--- src/logic/pld_defs.vh ---
// Constants for the PLL lock-detect block
`ifndef PLD_DEFS_VH
`define PLD_DEFS_VH
// Lock-count select: 0..3 -> required consecutive in-window cycles
`define PLD_CNT_SEL0    16'h0005
`define PLD_CNT_SEL1    16'h0010
`define PLD_CNT_SEL2    16'h0040
`define PLD_CNT_SEL3    16'h00FF
// Base windows in system clock cycles (8 ns each)
`define PLD_LOCK_WIN    8'h01
`define PLD_UNLOCK_WIN  8'h03
// Extra window cycles added per antibacklash step
`define PLD_ABL_STEP    8'h01
// Total delay-cell span 1 ns at 125 MHz rounds down to zero; one-cycle floor
`define PLD_DELAY_SPAN_PS   1000
`define PLD_CLK_PERIOD_PS   8000
// Pin mux selections
`define PLD_MUX_LOW     2'h0
`define PLD_MUX_DLI     2'h1
`define PLD_MUX_ALD     2'h2
`define PLD_MUX_HIGH    2'h3
// Analog lock output modes
`define PLD_ALD_OFF     2'h0
`define PLD_ALD_NCH     2'h1
`define PLD_ALD_PCH     2'h2
// Prescaler modes
`define PLD_PRE_FD      1'b0
`define PLD_PRE_DM      1'b1
`endif

--- src/logic/pld_delay_cell.v ---
// Programmable three-bit edge delay cell for a divider output
`timescale 1ns/1ps
module pld_delay_cell (
    input  wire       clk,     // System clock
    input  wire       rst,     // Synchronous reset
    input  wire       en,      // Delay enable
    input  wire [2:0] sel,     // Delay step
    input  wire       din,     // Divider output
    output wire       dout     // Delayed output
);
    // A sub-ns span cannot be resolved at 8 ns; each step is one clock
    // Step 0 is the undelayed input, so a step count equals its delay in clocks
    reg  [6:0] tap;
    wire [7:0] line = {tap, din};
    always @(posedge clk)
    begin
        if (rst)
            tap <= 7'h00;
        else
            tap <= {tap[5:0], din};
    end
    assign dout = en ? line[sel] : din;
endmodule

--- src/logic/pld_fb_divider.v ---
// Feedback divider: prescaler, main and swallow counters
`timescale 1ns/1ps
`include "pld_defs.vh"
module pld_fb_divider (
    input  wire        clk,       // System clock
    input  wire        rst,       // Synchronous reset
    input  wire        en,        // One synchronised feedback edge
    input  wire        mode,      // Fixed-divide or dual-modulus
    input  wire [5:0]  pre_p,     // Prescaler ratio P
    input  wire [12:0] main_b,    // Main counter B
    input  wire [5:0]  swal_a,    // Swallow counter A
    output reg         fb_pulse   // One pulse per N input cycles
);
    reg  [18:0] cnt;
    wire [18:0] n_total;
    wire [18:0] pb = pre_p * main_b;
    // A used only in dual-modulus mode
    assign n_total = (mode == `PLD_PRE_FD) ?
                     ((main_b <= 13'h0001) ? {13'h0000, pre_p} : pb) :
                     (pb + {13'h0000, swal_a});
    always @(posedge clk)
    begin
        if (rst)
        begin
            cnt      <= 19'h00000;
            fb_pulse <= 1'b0;
        end
        else if (en)
        begin
            if (cnt + 19'h00001 >= n_total)
            begin
                cnt      <= 19'h00000;
                fb_pulse <= 1'b1;
            end
            else
            begin
                cnt      <= cnt + 19'h00001;
                fb_pulse <= 1'b0;
            end
        end
        else
            fb_pulse <= 1'b0;
    end
endmodule

--- src/logic/pld_lock_detect.v ---
// PLL lock detect: digital lock indicator, analog lock pulses, pin muxes
// How it works
// - Reference and feedback paths each have a three-bit delay cell, one clock (8 ns) per step, up to seven clocks.
// - Lock asserts after programmed count of consecutive in-window comparisons.
// - Once locked, one comparison beyond unlock window clears lock immediately.
// - Unlock window is wider than lock window for hysteresis.
// - Window timing depends on window select bit and antibacklash setting.
// - Lock indicator routes through per-pin muxes to three output pins.
// - N-channel mode: output idles high with brief low pulses.
// - P-channel mode: output idles low with brief high pulses.
// - Fixed-divide mode ignores swallow counter: N equals P times B.
// - Fixed-divide with B of zero or one bypasses counters: N equals P.
`timescale 1ns/1ps
`include "pld_defs.vh"
module pld_lock_detect (
    input  wire        SYS_CLK,        // 125 MHz clock
    input  wire        RST,            // Synchronous reset, active high
    input  wire        REF_IN,         // Reference divider output pin
    input  wire        FB_CLK_IN,      // Feedback (VCO) clock pin, counted
    input  wire        REF_DLY_EN,     // Reference delay enable
    input  wire [2:0]  REF_DLY_SEL,    // Reference delay step
    input  wire        FB_DLY_EN,      // Feedback delay enable
    input  wire [2:0]  FB_DLY_SEL,     // Feedback delay step
    input  wire        PRE_MODE,       // 0 fixed-divide, 1 dual-modulus
    input  wire [5:0]  PRE_RATIO,      // Prescaler ratio P
    input  wire [12:0] MAIN_CNT,       // Main counter B
    input  wire [5:0]  SWALLOW_CNT,    // Swallow counter A
    input  wire [1:0]  LOCK_CNT_SEL,   // Consecutive-cycle count select
    input  wire        LOCK_WIN_SEL,   // Wide window select
    input  wire [1:0]  ANTIBACKLASH,   // Antibacklash pulse width
    input  wire [1:0]  ALD_MODE,       // Analog lock output mode
    input  wire [1:0]  LD_MUX,         // Lock detect pin source
    input  wire [1:0]  STATUS_MUX,     // Status pin source
    input  wire [1:0]  REFERENCE_MONITOR_PIN_MUX,     // Reference monitor pin source
    output reg         LOCK_DETECT_PIN,// Lock detect pin level
    output reg         LOCK_DETECT_OE, // Lock detect pin drive enable
    output reg         STATUS_PIN,     // Status pin
    output reg         REFERENCE_MONITOR_PIN, // Reference monitor pin
    output reg         DIGITAL_LOCK_INDICATOR // Lock indicator state
);
    // Three-stage pin synchronisers
    reg [2:0] ref_sync;
    reg [2:0] fbk_sync;
    reg       ref_state;
    reg       fbk_state;
    // Reference waits two clocks to match the divider and toggle registers
    reg [1:0] ref_pipe;
    always @(posedge SYS_CLK)
    begin
        if (RST)
        begin
            ref_sync  <= 3'h0;
            fbk_sync  <= 3'h0;
            ref_state <= 1'b0;
            fbk_state <= 1'b0;
            ref_pipe  <= 2'h0;
        end
        else
        begin
            ref_sync <= {ref_sync[1:0], REF_IN};
            fbk_sync <= {fbk_sync[1:0], FB_CLK_IN};
            ref_pipe <= {ref_pipe[0], ref_state};
            if (ref_sync[1] == ref_sync[2])
                ref_state <= ref_sync[2];
            if (fbk_sync[1] == fbk_sync[2])
                fbk_state <= fbk_sync[2];
        end
    end

    reg  fbk_prev;
    always @(posedge SYS_CLK)
    begin
        if (RST)
            fbk_prev <= 1'b0;
        else
            fbk_prev <= fbk_state;
    end

    // The divider steps once per synchronised feedback edge, never on a derived clock
    wire fb_edge = fbk_state & ~fbk_prev;
    reg  fb_toggle;
    wire fb_raw;
    pld_fb_divider u_fbdiv (
        .clk      (SYS_CLK),
        .rst      (RST),
        .en       (fb_edge),
        .mode     (PRE_MODE),
        .pre_p    (PRE_RATIO),
        .main_b   (MAIN_CNT),
        .swal_a   (SWALLOW_CNT),
        .fb_pulse (fb_raw)
    );
    // Each divided edge flips the comparator input; both flips count as rises
    always @(posedge SYS_CLK)
    begin
        if (RST)
            fb_toggle <= 1'b0;
        else if (fb_raw)
            fb_toggle <= ~fb_toggle;
    end

    wire ref_dly;
    wire fb_dly;
    pld_delay_cell u_rdly (
        .clk  (SYS_CLK),
        .rst  (RST),
        .en   (REF_DLY_EN),
        .sel  (REF_DLY_SEL),
        .din  (ref_pipe[1]),
        .dout (ref_dly)
    );
    pld_delay_cell u_fdly (
        .clk  (SYS_CLK),
        .rst  (RST),
        .en   (FB_DLY_EN),
        .sel  (FB_DLY_SEL),
        .din  (fb_toggle),
        .dout (fb_dly)
    );

    // Rising edges at the comparator inputs
    reg  ref_d;
    reg  fb_d;
    wire ref_rise = ref_dly & ~ref_d;
    wire fb_rise  = fb_dly ^ fb_d;
    always @(posedge SYS_CLK)
    begin
        if (RST)
        begin
            ref_d <= 1'b0;
            fb_d  <= 1'b0;
        end
        else
        begin
            ref_d <= ref_dly;
            fb_d  <= fb_dly;
        end
    end

    // Window widths: unlock always wider than lock
    function [7:0] win_width;
        input       base_sel;
        input       wide;
        input [1:0] abl;
        begin
            win_width = (base_sel ? `PLD_UNLOCK_WIN : `PLD_LOCK_WIN)
                      + (wide ? `PLD_LOCK_WIN : 8'h00)
                      + ({6'h00, abl} * `PLD_ABL_STEP);
        end
    endfunction
    wire [7:0] lock_win   = win_width(1'b0, LOCK_WIN_SEL, ANTIBACKLASH);
    wire [7:0] unlock_win = win_width(1'b1, LOCK_WIN_SEL, ANTIBACKLASH)
                          + lock_win;

    function [15:0] cnt_need;
        input [1:0] s;
        begin
            if (s == 2'h0)
                cnt_need = `PLD_CNT_SEL0;
            else if (s == 2'h1)
                cnt_need = `PLD_CNT_SEL1;
            else if (s == 2'h2)
                cnt_need = `PLD_CNT_SEL2;
            else
                cnt_need = `PLD_CNT_SEL3;
        end
    endfunction

    // Comparison: first edge opens a measurement, the second closes it
    localparam ST_IDLE = 3'b001;
    localparam ST_REF  = 3'b010;
    localparam ST_FB   = 3'b100;
    reg  [2:0]  state;
    reg  [7:0]  diff;
    reg         cmp_done;
    reg  [7:0]  cmp_diff;
    reg  [15:0] run;
    always @(posedge SYS_CLK)
    begin
        if (RST)
        begin
            state    <= ST_IDLE;
            diff     <= 8'h00;
            cmp_done <= 1'b0;
            cmp_diff <= 8'h00;
        end
        else
        begin
            cmp_done <= 1'b0;
            case (state)
            ST_IDLE:
            begin
                diff <= 8'h00;
                if (ref_rise & fb_rise)
                begin
                    cmp_done <= 1'b1;
                    cmp_diff <= 8'h00;
                end
                else if (ref_rise)
                    state <= ST_REF;
                else if (fb_rise)
                    state <= ST_FB;
            end
            ST_REF, ST_FB:
            begin
                if ((state == ST_REF && fb_rise) || (state == ST_FB && ref_rise))
                begin
                    cmp_done <= 1'b1;
                    cmp_diff <= diff + 8'h01;
                    state    <= ST_IDLE;
                end
                else if (diff != 8'hFF)
                    diff <= diff + 8'h01;
            end
            default:
                state <= ST_IDLE;
            endcase
        end
    end
    // Edge pair separated beyond the unlock window counts as unlock at once
    wire overdue = (state != ST_IDLE) && (diff >= unlock_win);

    always @(posedge SYS_CLK)
    begin
        if (RST)
        begin
            run                    <= 16'h0000;
            DIGITAL_LOCK_INDICATOR <= 1'b0;
        end
        else if (DIGITAL_LOCK_INDICATOR)
        begin
            if ((cmp_done && cmp_diff > unlock_win) || overdue)
            begin
                DIGITAL_LOCK_INDICATOR <= 1'b0;
                run                    <= 16'h0000;
            end
        end
        else if (cmp_done)
        begin
            if (cmp_diff < lock_win)
            begin
                if (run + 16'h0001 >= cnt_need(LOCK_CNT_SEL))
                    DIGITAL_LOCK_INDICATOR <= 1'b1;
                run <= run + 16'h0001;
            end
            else
                run <= 16'h0000;
        end
    end

    // Analog lock: pulse active while the two edges disagree
    wire phase_err = (state != ST_IDLE);
    reg  ald_level;
    reg  ald_oe;
    always @*
    begin
        ald_level = 1'b0;
        ald_oe    = 1'b0;
        case (ALD_MODE)
        `PLD_ALD_NCH:
        begin
            ald_level = 1'b0;
            ald_oe    = phase_err;
        end
        `PLD_ALD_PCH:
        begin
            ald_level = 1'b1;
            ald_oe    = phase_err;
        end
        default:
        begin
            ald_level = 1'b0;
            ald_oe    = 1'b0;
        end
        endcase
    end

    function pin_src;
        input [1:0] s;
        input       dli;
        input       analog_lock_output;
        begin
            if (s == `PLD_MUX_DLI)
                pin_src = dli;
            else if (s == `PLD_MUX_ALD)
                pin_src = analog_lock_output;
            else if (s == `PLD_MUX_HIGH)
                pin_src = 1'b1;
            else
                pin_src = 1'b0;
        end
    endfunction

    wire ald_view = (ALD_MODE == `PLD_ALD_NCH) ? ~phase_err : phase_err;
    always @(posedge SYS_CLK)
    begin
        if (RST)
        begin
            LOCK_DETECT_PIN       <= 1'b0;
            LOCK_DETECT_OE        <= 1'b0;
            STATUS_PIN            <= 1'b0;
            REFERENCE_MONITOR_PIN <= 1'b0;
        end
        else
        begin
            if (LD_MUX == `PLD_MUX_ALD && ALD_MODE != `PLD_ALD_OFF)
            begin
                LOCK_DETECT_PIN <= ald_level;
                LOCK_DETECT_OE  <= ald_oe;
            end
            else
            begin
                LOCK_DETECT_PIN <= pin_src(LD_MUX, DIGITAL_LOCK_INDICATOR, ald_view);
                LOCK_DETECT_OE  <= 1'b1;
            end
            STATUS_PIN            <= pin_src(STATUS_MUX, DIGITAL_LOCK_INDICATOR, ald_view);
            REFERENCE_MONITOR_PIN <= pin_src(REFERENCE_MONITOR_PIN_MUX, DIGITAL_LOCK_INDICATOR, ald_view);
        end
    end
endmodule

--- config.mk ---
export PLATFORM = sky130hd
export DESIGN_NAME = pld_lock_detect
export DESIGN_NICKNAME = d
export VERILOG_FILES = /design/src/logic/pld_delay_cell.v /design/src/logic/pld_fb_divider.v /design/src/logic/pld_lock_detect.v
export VERILOG_INCLUDE_DIRS = /design/src /design/src/logic
export SDC_FILE = /design/constraint.sdc
export NUM_CORES = 1
export LEC_CHECK = 0
export BUFFER_PORTS_ARGS = -buffer_cell sky130_fd_sc_hd__buf_2
export CAP_MARGIN = 20
export CORE_ASPECT_RATIO = 0.8
export CORE_MARGIN = 3
export CORE_UTILIZATION = 55
export DETAILED_ROUTE_END_ITERATION = 10
export MAX_ROUTING_LAYER = met4
export PLACE_DENSITY_LB_ADDON = 0.12
export REMOVE_ABC_BUFFERS = 1
export SYNTH_ARGS = -nofsm -noshare
export SYNTH_HDL_FRONTEND = slang
export SYNTH_SLANG_ARGS = --single-unit
--- constraint.sdc ---
create_clock -name SYS_CLK -period 8.3 [get_ports SYS_CLK]
set_input_delay 1.66 -clock SYS_CLK [delete_from_list [all_inputs] [get_ports SYS_CLK]]
set_output_delay 1.66 -clock SYS_CLK [all_outputs]
set_load 0.05 [all_outputs]
==> flow_summary.toml, run 1 <==
[floorplan]
die_h_um = 116
start_util_pct = 57.1
core_area_sq_um = 14500
io_pins = 56
dieArea_sq_um = 16600
die_w_um = 143
rows = 39

[clocking]
h-tree-depth = 3
clock_path_buffers = 2
cts_tree = "built"
cts_buffers = 9
cts-root-buf = "clkbuf_16"
worstSkewPairLatency_ns = 0.34
cts_num_sinks = 89
path_clk_slew_ns = 0.06

[layout]
drive_above_1_share_pct = 10.0
fillCellCount = 1298
multi_input_area_sq_um = 6100
nNetsFinal = 1219
seqCellArea_sq_um = 1780
final_common_cell = "dfxtp_1"
antenna_cells = 0
finalInstanceArea_sq_um = 9010
area_growth_syn_to_layout_pct = 8.92
layout_common_cells = "dfxtp_1 (89), ha_1 (86), nand2_1 (84)"

[drt]
wl_mm = 17.1
drt_iter0_drc = 467
ant_nets = 0
drc = 0
vias = 6858
drt_first_pass_iters = 4
wl_per_cell_um = 14.0
routed_via_density = 5.60

[setup_path]
cpPeakStageDelay_ns = 0.58
end_kind = "flip-flop"
required_ns = 8.54
path_buf_inv = 5
arrival_ns = 8.07
ff2ff_path_depth = 16
path_max_fanout = 17
cpMaxStageDelayCell = "or4b_1"
critPathKind = "input port to flip-flop"
cp_num_cells = 26
cpLargestDelayFamily = "adder cells"
cp-start-kind = "input port"

[sta]
tightest_slew_ns = 0.987
setup_viol = 0
fin_worst_skew_ns = 0.00695
fmax_ghz = 0.128
fin_tns_setup_ns = 0
timing.final.crit_share_pct = 94.3
rsz0062_at_grt = "false"
layout_min_cycle_time_ns = 7.83
hold_viol = 0
finalMaxSlewViolations = 0
slew_headroom_pct = 33.6

[yosys]
synthDistinctLibCells = 58
synth.avg_cell_area_sq_um = 8.34
async_reset_ff_share_pct = 0
synthCells = 993
yosysSeqAreaShare_pct = 21.5
syn_area_sq_um = 8280
synth_edf_count = 0
ys.flop_type = "dfxtp_1"
ys_warn_count = 0
synth-seq-cells = 89

[global_route]
overflow = 0
grt_max_degree = 49
grt_pass1_wl_mm = 29.7
grt_antenna_before_repair = 0
track_usage_pct = 21.9
grt_pass1_vias = 6336

[place]
port_buffers = 55
place_area_sq_um = 8720
gp_congestion = 0.838
dpl.hpwl_mm = 13.2

[run_status]
status = "finished clean"

[hold_path]
min_path_cells = 1
worstHoldPathType = "flip-flop to flip-flop"

[power]
p_leak_nw = 3.90
ir_drop_uv = 91.4
powerDensity_nw_per_um2 = 179

[flow_run]
maxCapViolCount = 0
metal layers:
layer / vias up / GRT usage (%) / part of all wire (%)
li1: 3543 / - / -
met1: 3186 / 33.8 / 54
met2: 122 / 30.7 / 41
met3: 7 / 3.09 / 4.6
met4: 0 / 3.80 / 0.37
met5: - / - / 0
cells by family after synthesis:
family,after synthesis,share of synthesized area (%)
buf+inv,105,4.85
fa+ha+maj,133,24.4
simple gates,398,24.9
compound gates,183,14.0
xor+xnor,56,5.93
mux,29,4.43
flops,89,21.5
power breakdown:
part           internal (W)  switching, W  leakage [nW]
Combinational      0.000348      0.000454          3.05
Sequential         0.000430    0.00000227         0.719
Clock              0.000206      0.000170         0.130
timing repair:
item | in CTS | in global routing
gates resized for setup | 0 | 2
setup endpoints to repair | 0 | 19
buffers inserted | 0 | 1
hold endpoints to repair | 0 | 0
hold buffers | 0 | 0
worst paths after layout:
check                   endpoint  slack [ns]            from
setup / recovery  u_fbdiv.cnt[8]        0.47    PRE_RATIO[1]
hold / removal       ref_sync[1]        0.43     ref_sync[0]
setup reg to reg  u_fbdiv.cnt[8]        3.91  u_fbdiv.cnt[0]
hold reg to reg      ref_sync[1]        0.43     ref_sync[0]
stage by stage:
step	utilization (%)	setup WS (ns)	instances	hold WS, ns	power (W)
2_1_floorplan	-	0.641	958	0.414	0.00106
3_3_place_gp	60.2	0.0440	1207	0.415	0.00123
3_5_place_dp	60.2	-0.169	1207	0.423	0.00124
4_1_cts	62.1	0.184	1223	0.438	0.00163
5_1_grt	62.2	0.0527	1224	0.468	0.00176
6_report	62.2	0.472	1224	0.434	0.00161
worst register-to-register path, stage by stage, from the launching register on:
cell      delay, ns
dfxtp_1        0.43
ha_1           0.27
nand3_1        0.15
nor3_1         0.45
and3_1         0.29
nand3_1        0.27
nor3b_1        0.31
xor2_1         0.28
ha_1           0.30
o21a_1         0.20
o211ai_1       0.23
nor2_1         0.09
a211oi_2       0.27
and2_1         0.18
buf_4          0.23
a21oi_1        0.10
o32ai_1        0.25
final cells by class:
cell class	count	area share (%)
multi-input cells	799	67.7
inverters	70	2.91
well taps	184	2.55
clock inverters	6	0.555
flip-flops and latches	89	19.8
repair buffers	66	3.97
clock buffers	10	2.54
state kept, by name (all words and copies together), names as in the netlist, 2 cells and up:
register and count:
ref_pipe 2, u_fbdiv.cnt 19, diff 8, run 16, u_rdly.tap 7, cmp_diff 8
ref_sync 3, fbk_sync 3, u_fdly.tap 7, state 3
synth_stat cells (all sizes together) (15+ instances only):
cell | n | area share, %
xnor2 | 33 | 3.5
xor2 | 23 | 2.4
and2 | 66 | 5.0
nor2 | 67 | 3.0
o21ai | 35 | 2.1
nor2b | 36 | 2.7
dfxtp | 89 | 22
nand3 | 44 | 2.7
mux2i | 20 | 2.6
clkbuf | 32 | 1.5
ha | 86 | 13
inv | 70 | 3.2
and3 | 15 | 1.1
nand2 | 84 | 3.8
fa | 47 | 11
a21oi | 64 | 3.9
nor3 | 19 | 1.1
nor4 | 15 | 1.1
(Power assumes the default switching activity.)
==> inputs of run 2 (changes only) <==
--- a/config.mk
+++ b/config.mk
@@ -6,7 +6,7 @@
 export SDC_FILE = /design/constraint.sdc
 export NUM_CORES = 1
 export LEC_CHECK = 0
-export BUFFER_PORTS_ARGS = -buffer_cell sky130_fd_sc_hd__buf_2
+export BUFFER_PORTS_ARGS = -buffer_cell sky130_fd_sc_hd__buf_4
 export CAP_MARGIN = 20
 export CORE_ASPECT_RATIO = 0.8
 export CORE_MARGIN = 3
@@ -14,7 +14,7 @@
 export DETAILED_ROUTE_END_ITERATION = 10
 export MAX_ROUTING_LAYER = met4
 export PLACE_DENSITY_LB_ADDON = 0.12
-export REMOVE_ABC_BUFFERS = 1
+export SLEW_MARGIN = 15
 export SYNTH_ARGS = -nofsm -noshare
 export SYNTH_HDL_FRONTEND = slang
 export SYNTH_SLANG_ARGS = --single-unit
==> run 2 against run 1 <==
Non-clock buffer count shrank 4. Combinational power is 2% higher. Flip-flop and latch count unchanged. Critical path depth unchanged. Via count up 2.0%. Global-route usage increased by 1.6 points. Clock power is 4% higher.
==> flow_summary.toml, run 2 (synthesis gave the netlist of run 1 again) <==
[run_status]
status = "finished clean"

[layout]
layout_common_cells = "dfxtp_1 (89), ha_1 (86), nand2_1 (84)"
drive_above_1_share_pct = 9.65
area_growth_syn_to_layout_pct = 10.2
utilization_pct = 63.0
regMostFlops = "u_fbdiv.cnt"
antenna_cells = 0
final_common_cell = "dfxtp_1"
largestRegisters = "u_fbdiv.cnt (19), run (16)"
largest_reg_flops = 19
nNetsFinal = 1215

[floorplan]
start_util_pct = 57.1
die_w_um = 143
rows = 39
io_pins = 56
die_h_um = 116
dieArea_sq_um = 16600
core_area_sq_um = 14500

[global_route]
grt_pass1_wl_mm = 31.5
track_usage_pct = 23.6
grt_pass1_vias = 6501
grt_antenna_before_repair = 0
grt_max_degree = 90
overflow = 0

[setup_path]
critPathKind = "input port to flip-flop"
regToRegEndpoint = "u_fbdiv.cnt[0]"
required_ns = 8.57
reg2reg_slack_ns = 3.93
crit_start = "PRE_RATIO[2]"
cp_num_cells = 26
cpMaxStageDelayCell = "or4b_1"
cp-start-kind = "input port"
path_max_fanout = 14
arrival_ns = 8.09
cpPeakStageDelay_ns = 0.60
end_kind = "flip-flop"
ff2ff_path_depth = 16
cpLargestDelayFamily = "adder cells"
reg2reg_from = "u_fbdiv.cnt[0]"
path_buf_inv = 5

[sta]
fmax_ghz = 0.128
layout_min_cycle_time_ns = 7.82
timing.final.crit_share_pct = 94.2
setup_viol = 0
whs_ns = 0.437
hold_viol = 0
finalMaxSlewViolations = 0
tightest_slew_ns = 0.918
rsz0062_at_grt = "false"
fin_tns_setup_ns = 0
slew_headroom_pct = 38.8
finalWorstSetupSlack_ns = 0.481
fin_worst_skew_ns = 0.00496

[drt]
drc = 0
drt_iter0_drc = 526
wl_per_cell_um = 15.1
drt_first_pass_iters = 5
wl_mm = 18.4
ant_nets = 0
vias = 6996
routed_via_density = 5.73

[clocking]
cts_num_sinks = 89
clock_path_buffers = 2
worstSkewPairLatency_ns = 0.34
cts_buffers = 9
cts_hold_buffers = 0
h-tree-depth = 3
path_clk_slew_ns = 0.07
cts_tree = "built"
cts-root-buf = "clkbuf_16"

[place]
gp_congestion = 0.837
dpl.hpwl_mm = 14.2
port_buffers = 55
pre_cts_slack_ns = 0.0215

[hold_path]
worstHoldPathType = "flip-flop to flip-flop"
min_path_cells = 1
min_from = "ref_pipe[0]"
hold_end = "ref_pipe[1]"

[yosys]
synth_nets = 1177

[power]
powerDensity_nw_per_um2 = 179
p_leak_nw = 3.93
finalPower_w = 0.00164
ir_drop_uv = 95.4

[flow_run]
maxCapViolCount = 0
run 2: changes by cell type in the layout (fill, tap and decap cells not counted), sizes merged:
cell,delta
inv,+2
buf,-4
clkbuf,-1
clkinv,-1
run 2: area by class of cell:
cell class              count  area [sq um]
well taps                 184           230
clock inverters             7          61.3
inverters                  70           263
clock buffers               9           225
fillers                  1284          5370
repair buffers             62           465
multi-input cells         799          6100
flip-flops and latches     89          1780
run 2: worst max path at each step:
stage | endpoint | slack (ns)
6_report | u_fbdiv.cnt[0] | 0.48
5_1_grt | u_fbdiv.cnt[0] | 0.04
4_1_cts | u_fbdiv.cnt[0] | 0.37
3_5_place_dp | u_fbdiv.cnt[0] | 0.02
3_3_place_gp | u_fbdiv.cnt[0] | 0.22
2_1_floorplan | u_fbdiv.cnt[13] | 0.30
run 2: power by group:
part	switching, W	internal, W
registers	0.00000213	0.000430
logic	0.000457	0.000358
clock network	0.000181	0.000209
total	0.000640	0.000997
run 2: per-stage QoR:
step	instance area, sq um	instances
2_1_floorplan	8280	993
4_1_cts	9120	1220
6_report	9130	1220
3_5_place_dp	8830	1204
3_3_place_gp	8830	1204
5_1_grt	9130	1220
run 2: routing by layer:
metal  global-route usage [%]  vias up  share of wire [%]
li1                         -     3534                  -
met1                     38.2     3305                 56
met2                     31.7      149                 40
met3                     2.72        8                4.2
met4                     2.98        0               0.38
met5                        -        -                  0
run 2: repair_timing:
action / 4_1_cts / 5_1_grt
resized for setup: 0 / 1
setup buffers: 0 / 0
setup endpoints to repair: 0 / 9
run 2: worst register-to-register path, stage by stage (launching register included):
cell and delay [ns]:
dfxtp_1 0.44, ha_1 0.28, nand3_1 0.16, nor3_1 0.45, and3_1 0.28, nand3_1 0.24
nor3b_1 0.31, xor2_1 0.24, ha_1 0.28, o21a_1 0.18, o211ai_1 0.23, nor2_1 0.09
a211oi_2 0.26, nand3_1 0.23, buf_4 0.28, mux2_2 0.26, nor2_1 0.08
==> inputs of run 3 (changes only) <==
--- a/config.mk
+++ b/config.mk
@@ -12,9 +12,11 @@
 export CORE_MARGIN = 3
 export CORE_UTILIZATION = 55
 export DETAILED_ROUTE_END_ITERATION = 10
+export HOLD_SLACK_MARGIN = 0.02
 export MAX_ROUTING_LAYER = met4
 export PLACE_DENSITY_LB_ADDON = 0.12
 export SLEW_MARGIN = 15
 export SYNTH_ARGS = -nofsm -noshare
 export SYNTH_HDL_FRONTEND = slang
+export SYNTH_HIERARCHICAL = 1
 export SYNTH_SLANG_ARGS = --single-unit
==> run 3 against run 2 <==
Sequential share of layout area is 0.60 points lower. Hold slack better by 0.00058 ns. Clock skew is 0.010 ns higher. Total power is 5.4% higher. Clock power hardly changed. Maximum frequency is 6.9% higher. Critical endpoint is now u_fbdiv/cnt[13]. Highest routed layer unchanged.
==> flow_summary.toml, run 3 <==
[yosys]
synth-seq-cells = 89
yosysMostFrequentCell = "dfxtp_1"
synthCells = 1021
ys_warn_count = 6
async_reset_ff_share_pct = 0
yosysSeqAreaShare_pct = 20.5
ys.flop_type = "dfxtp_1"
synth.avg_cell_area_sq_um = 8.53
yosysTopAreaCell = "dfxtp_1"
synth_top_area_share_pct = 20.5
synthDistinctLibCells = 83
synth_nets = 1203
synth_edf_count = 0
synth_common_cells = "dfxtp_1 (89), inv_1 (88), ha_1 (84)"
syn_area_sq_um = 8700
ys_top_cells_by_area = "dfxtp_1 (20%), ha_1 (12%), fa_1 (11%), and2_1 (4.9%), inv_1 (3.8%)"

[sta]
setup_viol = 0
layout_min_cycle_time_ns = 7.32
fmax_ghz = 0.137
timing.final.crit_share_pct = 88.2
tightest_slew_ns = 0.819
finalMaxSlewViolations = 0
slew_headroom_pct = 45.3
whs_ns = 0.437
finalWorstSetupSlack_ns = 0.983
rsz0062_at_grt = "false"
hold_viol = 0
fin_tns_setup_ns = 0
fin_worst_skew_ns = 0.0150

[drt]
drt_iter0_drc = 390
wl_mm = 18.3
wl_per_cell_um = 14.5
drt_first_pass_iters = 5
routed_via_density = 5.57
ant_nets = 0
vias = 7028
drc = 0

[place]
place_area_sq_um = 9130
port_buffers = 55
dpl.hpwl_mm = 14.0
gp_congestion = 0.877
pre_cts_slack_ns = 0.697

[floorplan]
start_util_pct = 57.0
core_area_sq_um = 15300
rows = 40
die_w_um = 147
die_h_um = 119
io_pins = 56
dieArea_sq_um = 17400

[clocking]
post-cts-setup-buffer-count = 0
cts_tree = "built"
cts_buffers = 9
cts_num_sinks = 89
cts_resized = 0
cts-root-buf = "clkbuf_16"
cts_hold_buffers = 0
worstSkewPairLatency_ns = 0.35
h-tree-depth = 3
clock_path_buffers = 2
path_clk_slew_ns = 0.07

[global_route]
overflow = 0
track_usage_pct = 22.2
grt_pass1_vias = 6585
grt_antenna_before_repair = 0
grt_pass1_wl_mm = 31.7
grt_max_degree = 76

[setup_path]
cp-start-kind = "input port"
cpMaxStageDelayCell = "fa_1"
cpPeakStageDelay_ns = 0.55
arrival_ns = 7.60
cpLargestDelayFamily = "adder cells"
critPathKind = "input port to flip-flop"
required_ns = 8.59
path_max_fanout = 16
end_kind = "flip-flop"
path_buf_inv = 4

[layout]
largest_reg_flops = 19
antenna_cells = 0
nNetsFinal = 1228
layout_common_cells = "dfxtp_1 (89), inv_1 (88), ha_1 (84)"
area_growth_syn_to_layout_pct = 8.15
regMostFlops = "u_fbdiv/cnt"
largestRegisters = "u_fbdiv/cnt (19), run (16)"
final_common_cell = "dfxtp_1"
finalInstanceArea_sq_um = 9410
drive_above_1_share_pct = 11.6

[power]
powerDensity_nw_per_um2 = 183
ir_drop_uv = 167
p_leak_nw = 4.11

[flow_run]
maxCapViolCount = 0

[hold_path]
worstHoldPathType = "flip-flop to flip-flop"

[run_status]
status = "finished clean"
-- run 3: worst register-to-register path, cell delays in order (launching register included) --
cell,delay (ns)
dfxtp_1,0.45
nand4_1,0.19
nor2_1,0.21
and3_1,0.28
and3_1,0.25
and2_1,0.25
nand2_1,0.09
xnor2_1,0.23
ha_1,0.29
nand4_1,0.11
nor2_1,0.06
a31o_2,0.22
a21o_1,0.17
a21o_1,0.22
nor3_1,0.15
a21oi_1,0.10
buf_4,0.21
nor2_1,0.13
-- run 3: per-stage QoR --
stage          utilization, %  total power, W  cells
6_report                 61.7         0.00173   1261
5_1_grt                  61.7         0.00188   1261
4_1_cts                  61.7         0.00174   1261
3_5_place_dp             59.8         0.00134   1245
3_3_place_gp             59.8         0.00133   1245
2_1_floorplan               -         0.00118   1021
-- run 3: final timing paths --
path                       start              end  slack, ns  depth (start not counted)
setup / recovery    PRE_RATIO[1]  u_fbdiv/cnt[13]       0.98                         26
hold / removal       ref_sync[0]      ref_sync[1]       0.44                          1
setup reg to reg  u_fbdiv/cnt[3]  u_fbdiv/cnt[13]       4.65                         17
hold reg to reg      ref_sync[0]      ref_sync[1]       0.44                          1
-- run 3: logic make-up (layout without fill, tap and decap cells) --
| logic type | count (synthesis) | count (layout) | share of synthesized area (%) |
|---|---|---|---|
| buf+inv | 131 | 161 | 6.83 |
| compound gates | 183 | 183 | 15.1 |
| xor+xnor | 68 | 68 | 7.36 |
| flops | 89 | 89 | 20.5 |
| mux | 30 | 30 | 3.75 |
| simple gates | 389 | 389 | 23.6 |
| fa+ha+maj | 131 | 131 | 22.9 |
-- run 3: power by group --
part | switching, W | leakage, nW | internal [W]
Combinational | 0.000546 | 3.25 | 0.000359
Sequential | 0.000000858 | 0.719 | 0.000429
Clock | 0.000180 | 0.136 | 0.000209
-- run 3: final cells by class --
type	count	area, sq um
Multi-Input combinational cell	801	6330
Clock buffer	10	229
Clock inverter	6	53.8
Tap cell	210	263
Timing Repair Buffer	57	428
Sequential cell	89	1780
Fill cell	1365	5850
Inverter	88	330
-- run 3: layer usage --
metal,global-route usage (%),vias to the layer above,share of wire [%]
li1,-,3552,-
met1,34.9,3276,54
met2,29.6,189,39
met3,4.06,11,5.6
met4,4.00,0,0.68
met5,-,-,0
